[src/vcp_pkg.sv]
// Purpose: constants and carriers for the capture port control registers
// Assumes: one clock, indexed register port in the same domain
// Notes:   all register indices, fields and reset values live here
`default_nettype none
package vcp_pkg;
  ////////////////////////////////////////////////////////////////////////
  localparam logic [7:0] IDX_ADDR_HI  = 8'h59;
  localparam logic [7:0] IDX_CYC_CTL  = 8'h5a;
  localparam logic [7:0] IDX_LUMA_OFS = 8'h5b;
  localparam logic [7:0] IDX_PIN_CTL  = 8'h5c;
  localparam logic [7:0] REG_RESET    = 8'h00;
  localparam int         NUM_REGS     = 4;

  localparam logic [1:0] SLOT_ADDR_HI  = 2'h0;
  localparam logic [1:0] SLOT_CYC_CTL  = 2'h1;
  localparam logic [1:0] SLOT_LUMA_OFS = 2'h2;
  localparam logic [1:0] SLOT_PIN_CTL  = 2'h3;

  // cycle control register fields
  localparam int VW_MISS_LSB  = 6;
  localparam int CRT_MISS_LSB = 4;
  localparam int UNDERRUN_BIT = 3;
  localparam int GFX_THR_LSB  = 0;
  localparam int GFX_THR_W    = 3;
  localparam int MISS_W       = 2;

  // pin control register fields
  localparam int PIN_OUT_BIT   = 7;
  localparam int ODD_ONLY_BIT  = 6;
  localparam int TWO_FIELD_BIT = 5;
  localparam int RS_EN_BIT     = 4;
  localparam int RS_THR_LSB    = 0;
  localparam int RS_THR_W      = 4;

  localparam int ADDR_W    = 19;
  localparam int ADDR_LO_W = 11;
  localparam logic [1:0] TWO_FIELD_EDGES = 2'h3;
  localparam logic [1:0] MISS_SKIP       = 2'h0;
  localparam logic [7:0] LUMA_MAX        = 8'hff;

  ////////////////////////////////////////////////////////////////////////
  typedef struct packed {
    logic vw_miss;
    logic crt_miss;
    logic underrun;
    logic win_end;
  } vcp_mem_evt_t;

  typedef struct packed {
    logic       valid;
    logic       in_win;
    logic [7:0] luma;
  } vcp_pix_t;

  typedef struct packed {
    logic                  valid;
    logic [MISS_W-1:0]     len;
  } vcp_burst_t;

  typedef struct packed {
    logic                  valid;
    logic [RS_THR_W-1:0]   total;
  } vcp_limit_t;
endpackage : vcp_pkg
`default_nettype wire

[src/vcp_regs.sv]
// Purpose: capture port control registers and the small logic they steer
// Assumes: index/data strobes and memory events are synchronous to clk
// Notes:   vsync and href pins are asynchronous and synchronised here
`default_nettype none
////////////////////////////////////////////////////////////////////////
module vcp_regs (
  // clock and reset
  input  wire  logic                         clk,
  input  wire  logic                         rstn,
  input  wire  logic                         clk_en,
  // indexed register port
  input  wire  logic [7:0]                   io_idx,
  input  wire  logic                         io_wr,
  input  wire  logic                         io_rd,
  input  wire  logic [7:0]                   io_wdata,
  output var   logic [7:0]                   io_rdata_q,
  // neighbouring state
  input  wire  logic [vcp_pkg::ADDR_LO_W-1:0] start_addr_low,
  input  wire  logic                         sequencer_ext_config,
  input  wire  logic                         odd_even_invert,
  // port pins
  input  wire  logic                         port_vsync,
  input  wire  logic                         port_href,
  output var   logic                         capture_sync_control_pin_q,
  output var   logic                         capture_sync_control_pin_oe_q,
  // memory scheduler
  input  wire  vcp_pkg::vcp_mem_evt_t        mem_evt,
  output var   vcp_pkg::vcp_burst_t          port_burst_q,
  output var   vcp_pkg::vcp_limit_t          win_end_limit_q,
  output var   logic [vcp_pkg::GFX_THR_W-1:0] gfx_cas_per_cycle_q,
  output var   logic [vcp_pkg::ADDR_W-1:0]   active_addr_q,
  output var   logic                         field_capture_q,
  // overlay window pixels
  input  wire  vcp_pkg::vcp_pix_t            pix_in,
  output var   vcp_pkg::vcp_pix_t            pix_out_q
);
  ////////////////////////////////////////////////////////////////////////
  // index decode, shared by read and write
  function automatic logic [2:0] decode(input logic [7:0] idx);
    unique case (idx)
      vcp_pkg::IDX_ADDR_HI:  decode = {1'b1, vcp_pkg::SLOT_ADDR_HI};
      vcp_pkg::IDX_CYC_CTL:  decode = {1'b1, vcp_pkg::SLOT_CYC_CTL};
      vcp_pkg::IDX_LUMA_OFS: decode = {1'b1, vcp_pkg::SLOT_LUMA_OFS};
      vcp_pkg::IDX_PIN_CTL:  decode = {1'b1, vcp_pkg::SLOT_PIN_CTL};
      default:               decode = 3'h0;
    endcase
  endfunction

  logic [7:0]  regs_q [vcp_pkg::NUM_REGS];
  logic [7:0]  regs_d [vcp_pkg::NUM_REGS];
  logic [1:0]  field_cnt_q, field_cnt_d;
  logic        vs_s1_q, vs_s2_q, vs_s3_q;
  logic        hr_s1_q, hr_s2_q;
  logic        vs_fall;
  logic [2:0]  wr_dec, rd_dec;
  logic [7:0]  rdata_d;
  logic [vcp_pkg::ADDR_W-1:0] addr_d;
  logic        pin_d, pin_oe_d, field_d;
  vcp_pkg::vcp_burst_t burst_d;
  vcp_pkg::vcp_limit_t limit_d;
  vcp_pkg::vcp_pix_t   pix_d;
  logic signed [9:0]   luma_sum;

  ////////////////////////////////////////////////////////////////////////
  // pin synchronisers; first stage feeds only the second
  always_ff @(posedge clk or negedge rstn) begin
    if (!rstn) begin
      vs_s1_q <= 1'b0;
      vs_s2_q <= 1'b0;
      vs_s3_q <= 1'b0;
      hr_s1_q <= 1'b0;
      hr_s2_q <= 1'b0;
    end else if (clk_en) begin
      vs_s1_q <= port_vsync;
      vs_s2_q <= vs_s1_q;
      vs_s3_q <= vs_s2_q;
      hr_s1_q <= port_href;
      hr_s2_q <= hr_s1_q;
    end
  end

  assign vs_fall = vs_s3_q & ~vs_s2_q;
  assign wr_dec  = decode(io_idx);
  assign rd_dec  = decode(io_idx);

  ////////////////////////////////////////////////////////////////////////
  always_comb begin
    for (int i = 0; i < vcp_pkg::NUM_REGS; i++) begin
      regs_d[i] = regs_q[i];
    end
    field_cnt_d = field_cnt_q;
    rdata_d     = io_rdata_q;
    addr_d      = active_addr_q;
    pin_d       = capture_sync_control_pin_q;
    field_d     = field_capture_q;
    pin_oe_d    = ~sequencer_ext_config;
    burst_d     = '0;
    limit_d     = '0;

    if (io_rd && rd_dec[2]) begin
      rdata_d = regs_q[rd_dec[1:0]];
      // reading the status clears it; an underrun in the same cycle still lands below
      if (rd_dec[1:0] == vcp_pkg::SLOT_CYC_CTL) begin
        regs_d[vcp_pkg::SLOT_CYC_CTL][vcp_pkg::UNDERRUN_BIT] = 1'b0;
      end
    end

    if (io_wr && wr_dec[2]) begin
      if (wr_dec[1:0] == vcp_pkg::SLOT_CYC_CTL) begin
        // status bit is read-only
        regs_d[wr_dec[1:0]] = {io_wdata[7:4], regs_d[wr_dec[1:0]][vcp_pkg::UNDERRUN_BIT], io_wdata[2:0]};
      end else begin
        regs_d[wr_dec[1:0]] = io_wdata;
      end
      if (wr_dec[1:0] == vcp_pkg::SLOT_PIN_CTL && io_wdata[vcp_pkg::TWO_FIELD_BIT]) begin
        field_cnt_d = 2'h0;
      end
    end

    if (mem_evt.underrun) begin
      regs_d[vcp_pkg::SLOT_CYC_CTL][vcp_pkg::UNDERRUN_BIT] = 1'b1;
    end

    if (vs_fall) begin
      addr_d = {regs_q[vcp_pkg::SLOT_ADDR_HI], start_addr_low};
      if (!sequencer_ext_config) begin
        pin_d = regs_q[vcp_pkg::SLOT_PIN_CTL][vcp_pkg::PIN_OUT_BIT];
      end
      // odd field: vsync falls while href is high, meaning flipped by invert
      field_d = ~regs_q[vcp_pkg::SLOT_PIN_CTL][vcp_pkg::ODD_ONLY_BIT]
                | (hr_s2_q ^ odd_even_invert);
      if (regs_d[vcp_pkg::SLOT_PIN_CTL][vcp_pkg::TWO_FIELD_BIT]) begin
        // first edge opens the first full field, the third closes the second
        field_cnt_d = field_cnt_q + 2'h1;
        if (field_cnt_d == vcp_pkg::TWO_FIELD_EDGES) begin
          regs_d[vcp_pkg::SLOT_PIN_CTL][vcp_pkg::TWO_FIELD_BIT] = 1'b0;
          field_d     = 1'b0;
          field_cnt_d = 2'h0;
        end
      end
    end

    // window fifo miss takes priority when both arrive together
    if (mem_evt.vw_miss) begin
      burst_d.len   = regs_q[vcp_pkg::SLOT_CYC_CTL][vcp_pkg::VW_MISS_LSB +: vcp_pkg::MISS_W];
      burst_d.valid = burst_d.len != vcp_pkg::MISS_SKIP;
    end else if (mem_evt.crt_miss) begin
      burst_d.len   = regs_q[vcp_pkg::SLOT_CYC_CTL][vcp_pkg::CRT_MISS_LSB +: vcp_pkg::MISS_W];
      burst_d.valid = burst_d.len != vcp_pkg::MISS_SKIP;
    end

    if (mem_evt.win_end && regs_q[vcp_pkg::SLOT_PIN_CTL][vcp_pkg::RS_EN_BIT]) begin
      limit_d.valid = 1'b1;
      limit_d.total = regs_q[vcp_pkg::SLOT_PIN_CTL][vcp_pkg::RS_THR_LSB +: vcp_pkg::RS_THR_W];
    end
  end

  ////////////////////////////////////////////////////////////////////////
  // luma offset, clamped so a large offset cannot wrap black to white
  always_comb begin
    pix_d    = pix_in;
    luma_sum = $signed({2'b00, pix_in.luma}) + 10'($signed(regs_q[vcp_pkg::SLOT_LUMA_OFS]));
    if (pix_in.in_win) begin
      if (luma_sum < 0) begin
        pix_d.luma = 8'h00;
      end else if (luma_sum > $signed({2'b00, vcp_pkg::LUMA_MAX})) begin
        pix_d.luma = vcp_pkg::LUMA_MAX;
      end else begin
        pix_d.luma = luma_sum[7:0];
      end
    end
  end

  ////////////////////////////////////////////////////////////////////////
  always_ff @(posedge clk or negedge rstn) begin
    if (!rstn) begin
      for (int i = 0; i < vcp_pkg::NUM_REGS; i++) begin
        regs_q[i] <= vcp_pkg::REG_RESET;
      end
      field_cnt_q                   <= 2'h0;
      io_rdata_q                    <= 8'h00;
      active_addr_q                 <= '0;
      capture_sync_control_pin_q    <= 1'b0;
      capture_sync_control_pin_oe_q <= 1'b0;
      field_capture_q               <= 1'b1;
      port_burst_q                  <= '0;
      win_end_limit_q               <= '0;
      gfx_cas_per_cycle_q           <= '0;
      pix_out_q                     <= '0;
    end else if (clk_en) begin
      for (int i = 0; i < vcp_pkg::NUM_REGS; i++) begin
        regs_q[i] <= regs_d[i];
      end
      field_cnt_q                   <= field_cnt_d;
      io_rdata_q                    <= rdata_d;
      active_addr_q                 <= addr_d;
      capture_sync_control_pin_q    <= pin_d;
      capture_sync_control_pin_oe_q <= pin_oe_d;
      field_capture_q               <= field_d;
      port_burst_q                  <= burst_d;
      win_end_limit_q               <= limit_d;
      gfx_cas_per_cycle_q           <= regs_q[vcp_pkg::SLOT_CYC_CTL][vcp_pkg::GFX_THR_LSB +: vcp_pkg::GFX_THR_W];
      pix_out_q                     <= pix_d;
    end
  end

  logic [7:0] cyc_reg, pin_reg;
  assign cyc_reg = regs_q[vcp_pkg::SLOT_CYC_CTL];
  assign pin_reg = regs_q[vcp_pkg::SLOT_PIN_CTL];
endmodule : vcp_regs
`default_nettype wire

[config.mk]
export PLATFORM = sky130hd
export DESIGN_NAME = vcp_regs
export DESIGN_NICKNAME = d
export VERILOG_FILES = /design/src/vcp_pkg.sv /design/src/vcp_regs.sv
export SDC_FILE = /design/constraint.sdc
export NUM_CORES = 1
export LEC_CHECK = 0
export ABC_AREA = 1
export BUFFER_PORTS_ARGS = -buffer_cell sky130_fd_sc_hd__buf_4
export CAP_MARGIN = 20
export CORE_ASPECT_RATIO = 0.75
export CORE_MARGIN = 4
export CORE_UTILIZATION = 59
export CTS_CLUSTER_DIAMETER = 120
export DETAILED_ROUTE_END_ITERATION = 7
export HOLD_SLACK_MARGIN = 0.02
export PLACE_DENSITY = 0.94
export SLEW_MARGIN = 5
export SYNTH_ARGS = -nofsm -noshare
export SYNTH_HDL_FRONTEND = slang
export SYNTH_SLANG_ARGS = --single-unit
[constraint.sdc]
create_clock -name clk -period 5.79 [get_ports clk]
set_clock_uncertainty 0.15 [all_clocks]
set_input_delay 0.8685 -clock clk [delete_from_list [all_inputs] [get_ports clk]]
set_output_delay 0.8685 -clock clk [all_outputs]
set_load 0.05 [all_outputs]
# After elaboration in Yosys (flattened, before gate mapping)
# Cells that the tools add are included.
# word_totals
latchBits,0
register_bits,90
romBits,0
out_inout_bits,51
memories,0
ramBits,0
input_bits,50
elab_cells,88
# op_classes
addsub,2
n_lt_le_gt_ge,4
bitwise,7
div_mod_pow,0
shift,0
n_reduce_logical,11
muxes,32
multipliers,0
eq_ne,7
# op_table
operator,n
32-bit bitwise mux,2
8-bit 2-to-1 mux,6
8-bit binary-select mux with 2-bit select,2
8-bit by 7-bit equality test with 1-bit output (second input constant),4
32-bit 2-to-1 mux,1
20-bit 2-to-1 mux,1
8-bit demux with 2-bit select,1
3-bit one-hot mux with 4 select lines,1
9-bit by 8-bit adder with 10-bit output,1
10-bit by 9-bit > comparator with 1-bit output (second input constant),1
10-bit by 1-bit less-than comparator with 1-bit output (second input constant),1
2-bit 2-to-1 mux,5
1-bit 2-to-1 mux,8
4-bit 2-to-1 mux,2
3-bit 2-to-1 mux,2
2-bit AND reduction,3
1-bit logical AND,5
5-bit 2-to-1 mux,1
2-bit equality test (second input constant),2
2-bit nonzero test,2
3-bit >= comparator (second input constant),1
3-bit by 1-bit less-than comparator with 1-bit output (second input constant),1
1-bit inverter,3
2-bit inverter with 3-bit output,1
6 further kinds,6

# Depth between registers and ports, before layout
# depth
ltp_word,13
ltp_mapped,14
depth_no_buf,13

# Worst setup path before layout
# Ideal clock, no wire load.
# synth_path
kind,in2reg
from,in pix_in[0] in the netlist's numbering
to,reg pix_out_q[0] in the netlist's numbering
stages,12
path_buffers,0
arrival_time_ns,2.308
setup_time_ns,0.077
required_time_ns,5.563
setup_slack_ns,3.255
path_cell_list,ha_1 > inv_1 > fa_1 > inv_1 > nand3_1 > nand2_1 > nand2_1 > nand2_1 > nand4_1 > nand3_1 > nand2_1 > a21oi_1
# synth_via
elab_chain_cells,5
word_cells_on_any_way,6
cone_classes,1 x add/sub; 2 x order compare; 3 x mux
# synth_rtl
item,line_no,text
"start, declared",vcp_regs.sv:34,"input wire vcp_pkg::vcp_pix_t pix_in,"
9-bit by 8-bit adder with 10-bit output,vcp_regs.sv:162,"luma_sum = $signed({2'b00, pix_in.luma}) + 10'($signed(regs_q[vcp_pkg::SLOT_LUMA_OFS]));"
10-bit by 9-bit > comparator with 1-bit output,vcp_regs.sv:166,"end else if (luma_sum > $signed({2'b00, vcp_pkg::LUMA_MAX})) begin"
8-bit 2-to-1 mux,vcp_regs.sv:166,
8-bit 2-to-1 mux,vcp_regs.sv:164,if (luma_sum < 0) begin
8-bit 2-to-1 mux *,vcp_regs.sv:163,if (pix_in.in_win) begin
"end signal, assigned",vcp_regs.sv:203,pix_out_q <= pix_d;
"end, declared",vcp_regs.sv:35,output var vcp_pkg::vcp_pix_t pix_out_q
# Every way passes the cells marked *; elsewhere a longest branch is shown, timed or not.
# A chain may end at the register's enable or synchronous reset.

# Final worst setup path
# layout_path
from,in pix_in[0] in the netlist's numbering
to,reg pix_out_q[2] in the netlist's numbering
# layout_via
elab_chain_cells,5
word_cells_on_any_way,6
cone_classes,1 x add/sub; 2 x order compare; 3 x mux
# layout_rtl
item,line_no
9-bit by 8-bit adder with 10-bit output *,vcp_regs.sv:162
10-bit by 9-bit > comparator with 1-bit output,vcp_regs.sv:166
8-bit 2-to-1 mux,vcp_regs.sv:166
8-bit 2-to-1 mux *,vcp_regs.sv:164
8-bit 2-to-1 mux *,vcp_regs.sv:163
# Marked as above.

==> qor.yml <==
run_status: "finished, final reports clean"
synth.avg_cell_area_sq_um: 8.025
coreArea_sq_um: 7398
yosys.area.top_type_share_pct: 49.29
yosys_warnings: 0
maxCapViolations: 0
synth_most_common_cell: "nand2_1"
tritoncts: "done"
path_class: "in2reg"
drcViolationCount: 0
track_usage_pct: 29.08
relSlewSlack_pct: 57.79
async_reset_ff_share_pct: 100.0
totalWireLength_microns: 12580
reg2reg_setup_slack_ns: 3.30
synth_edf_count: 0
firstDrtPassIters: 5
hpwl_microns: 8956
reg.largest.list: "active_addr_q x19, regs_q x16, pix_out_q x10"
grt_pass1_vias: 4176
area_growth_pct: 23.79
h-tree-depth: 3
clock.fmax_mhz: 370.6
ir_drop_mv: 0.2541
initial_core_util_pct: 61.07
finalHoldViolCount: 0
postCtsSetupBuffers: 0
yosys-top-cells-count: "229 x nand2_1, 89 x dfrtp_1, 55 x inv_1, 31 x o21ai_0"
rsz0062_at_grt: "false"
cp-start-kind: "primary input"
synth_area_sq_um: 4518
pre_cts_ws_ns: 2.834
dieHeight_microns: 83.79
finalMaxSlewViolations: 0
viasPerCell: 5.583
postCtsResizedCells: 0
setup_viol: 0
synth_cell_type_count: 35
synth.area.top_cells: "dfrtp_1 49%, nand2_1 19%, inv_1 4.6%"
drive_gt1_share_pct: 23.99
largest_reg_flops: 19
synth_cells: 563
yosys.area.top_type: "dfrtp_1"
cts_sinks: 90
cts_inserted_buffers: 9
min_period_over_period_pct: 46.60
num_rows: 27
syn_nets: 623
diodes: 0
die_w_microns: 109.0
end_kind: "register"
powerDensity_nw_per_um2: 303.7
portBuffers: 100
ys_ff_latch: 90
worst_pin_slew_ns: 0.6325
wl_per_cell_microns: 16.38
clkLatencyLatePin_ns: 0.36
synth_ff_type: "dfrtp_1"
r2r_end: "pix_out_q[2]$_DFFE_PN0P_"
placement.cell_area_sq_um: 5325
required_ns: 5.92
post-route-min-period_ns: 2.698
antenna_found_initial: 0
hp-class: "in2async"
root_buffer: "clkbuf_8"
cts_hold_buf: 0
ys_seq_area_share_pct: 49.88
worstPathMaxFanout: 8
p_leak_nw: 3.012
gp_congestion: 0.9382
clk_pin_slew_ns: 0.08
arrival_ns: 2.83
gr-total-overflow: 0
clk_path_buf_depth: 2
top_register: "active_addr_q"
setup_ws_ns: 3.092
ant_nets: 0
grt_max_degree: 90
drt-initial-drc-count: 302
r2r-start: "regs_q[8]$_DFFE_PN0P_"
final_nets: 723
grt_pass1_wl_microns: 20580
final_area_sq_um: 5593
final.setup.tns_ns: 0
num_vias: 4288
ios: 101
die-area_sq_um: 9136
fill_cells: 506
r2r_cells: 12
[worst max-delay path by stage]
stage,slack (ns),depth (start not counted),from,endpoint
after detailed placement,2.83,13,pix_in[0],pix_out_q[2]$_DFFE_PN0P_
final,3.09,13,pix_in[0],pix_out_q[2]$_DFFE_PN0P_
after global placement,2.99,12,io_idx[1],cyc_reg[1]$_DFFE_PN0P_
after CTS,3.16,13,pix_in[0],pix_out_q[2]$_DFFE_PN0P_
after floorplan,3.25,12,pix_in[0],pix_out_q[0]$_DFFE_PN0P_
after global routing,3.00,13,pix_in[0],pix_out_q[2]$_DFFE_PN0P_
[cells in the final DEF (no fill, tap or decap), types with 9 or more instances in the layout]
cell | Yosys | layout
o21ai_2 | 12 | 12
a21oi_1 | 24 | 24
ha_1 | 9 | 9
inv_1 | 55 | 55
clkbuf_8 | 0 | 10
nor2_1 | 20 | 20
dfrtp_1 | 89 | 89
o21ai_0 | 31 | 31
buf_4 | 1 | 103
nand2_1 | 229 | 229
nand3_1 | 24 | 24
[power by group]
group	internal [mW]	switching, mW
combinational	0.138	0.316
clock	0.295	0.216
sequential	0.691	0.0424
[stage by stage]
step / cells / utilization, % / total power [mW] / hold slack [ns]
after global placement: 752 / 71.98 / 1.178 / 0.3048
after CTS: 767 / 75.22 / 1.701 / 0.1001
after detailed placement: 752 / 71.98 / 1.190 / 0.3085
after floorplan: 563 / - / 1.024 / 0.2922
final: 768 / 75.60 / 1.698 / 0.1134
after global routing: 768 / 75.60 / 1.768 / 0.1021
[cells by family (layout without fill, tap and decap cells)]
group	count (synthesis)	after routing	share of synthesized area [%]
and+or+nand+nor	301	301	28.11
muxes	1	1	0.2492
AOI/OAI and AO/OA	79	79	10.55
xor gates and xnor gates	6	6	1.163
adders and majority gates	10	10	2.936
DFF	90	90	49.88
buffers and inverters	76	180	7.117
[per-layer routing]
metal	GRT usage (%)	share of wire [%]	routed length [microns]	up-vias
li1	-	-	-	1975
met1	40.22	40	5027	2016
met2	43.09	46	5731	257
met3	9.745	12	1528	40
met4	9.633	2.3	289	0
met5	0	0	0	-
[cell type report]
cell class | count | area [sq um] | share of cell area [%]
sequential | 90 | 2253 | 40.29
multi-input combinational | 397 | 1943 | 34.74
timing repair buffer | 104 | 800.8 | 14.32
inverter | 61 | 229.0 | 4.094
tap | 101 | 126.4 | 2.260
clock inverter | 5 | 102.6 | 1.834
clock buffer | 10 | 137.6 | 2.461
[worst max-delay path: stages]
cell and delay (ns):
buf_4 0.08, ha_1 0.19, inv_1 0.07, fa_1 0.41, inv_1 0.10, nand3_1 0.07, nand2_1 0.12, nand2_1 0.07
nand2_1 0.08, nand4_1 0.32, nand3_1 0.18, nand2_1 0.08, a21oi_1 0.18
(Power assumes the default switching activity.)
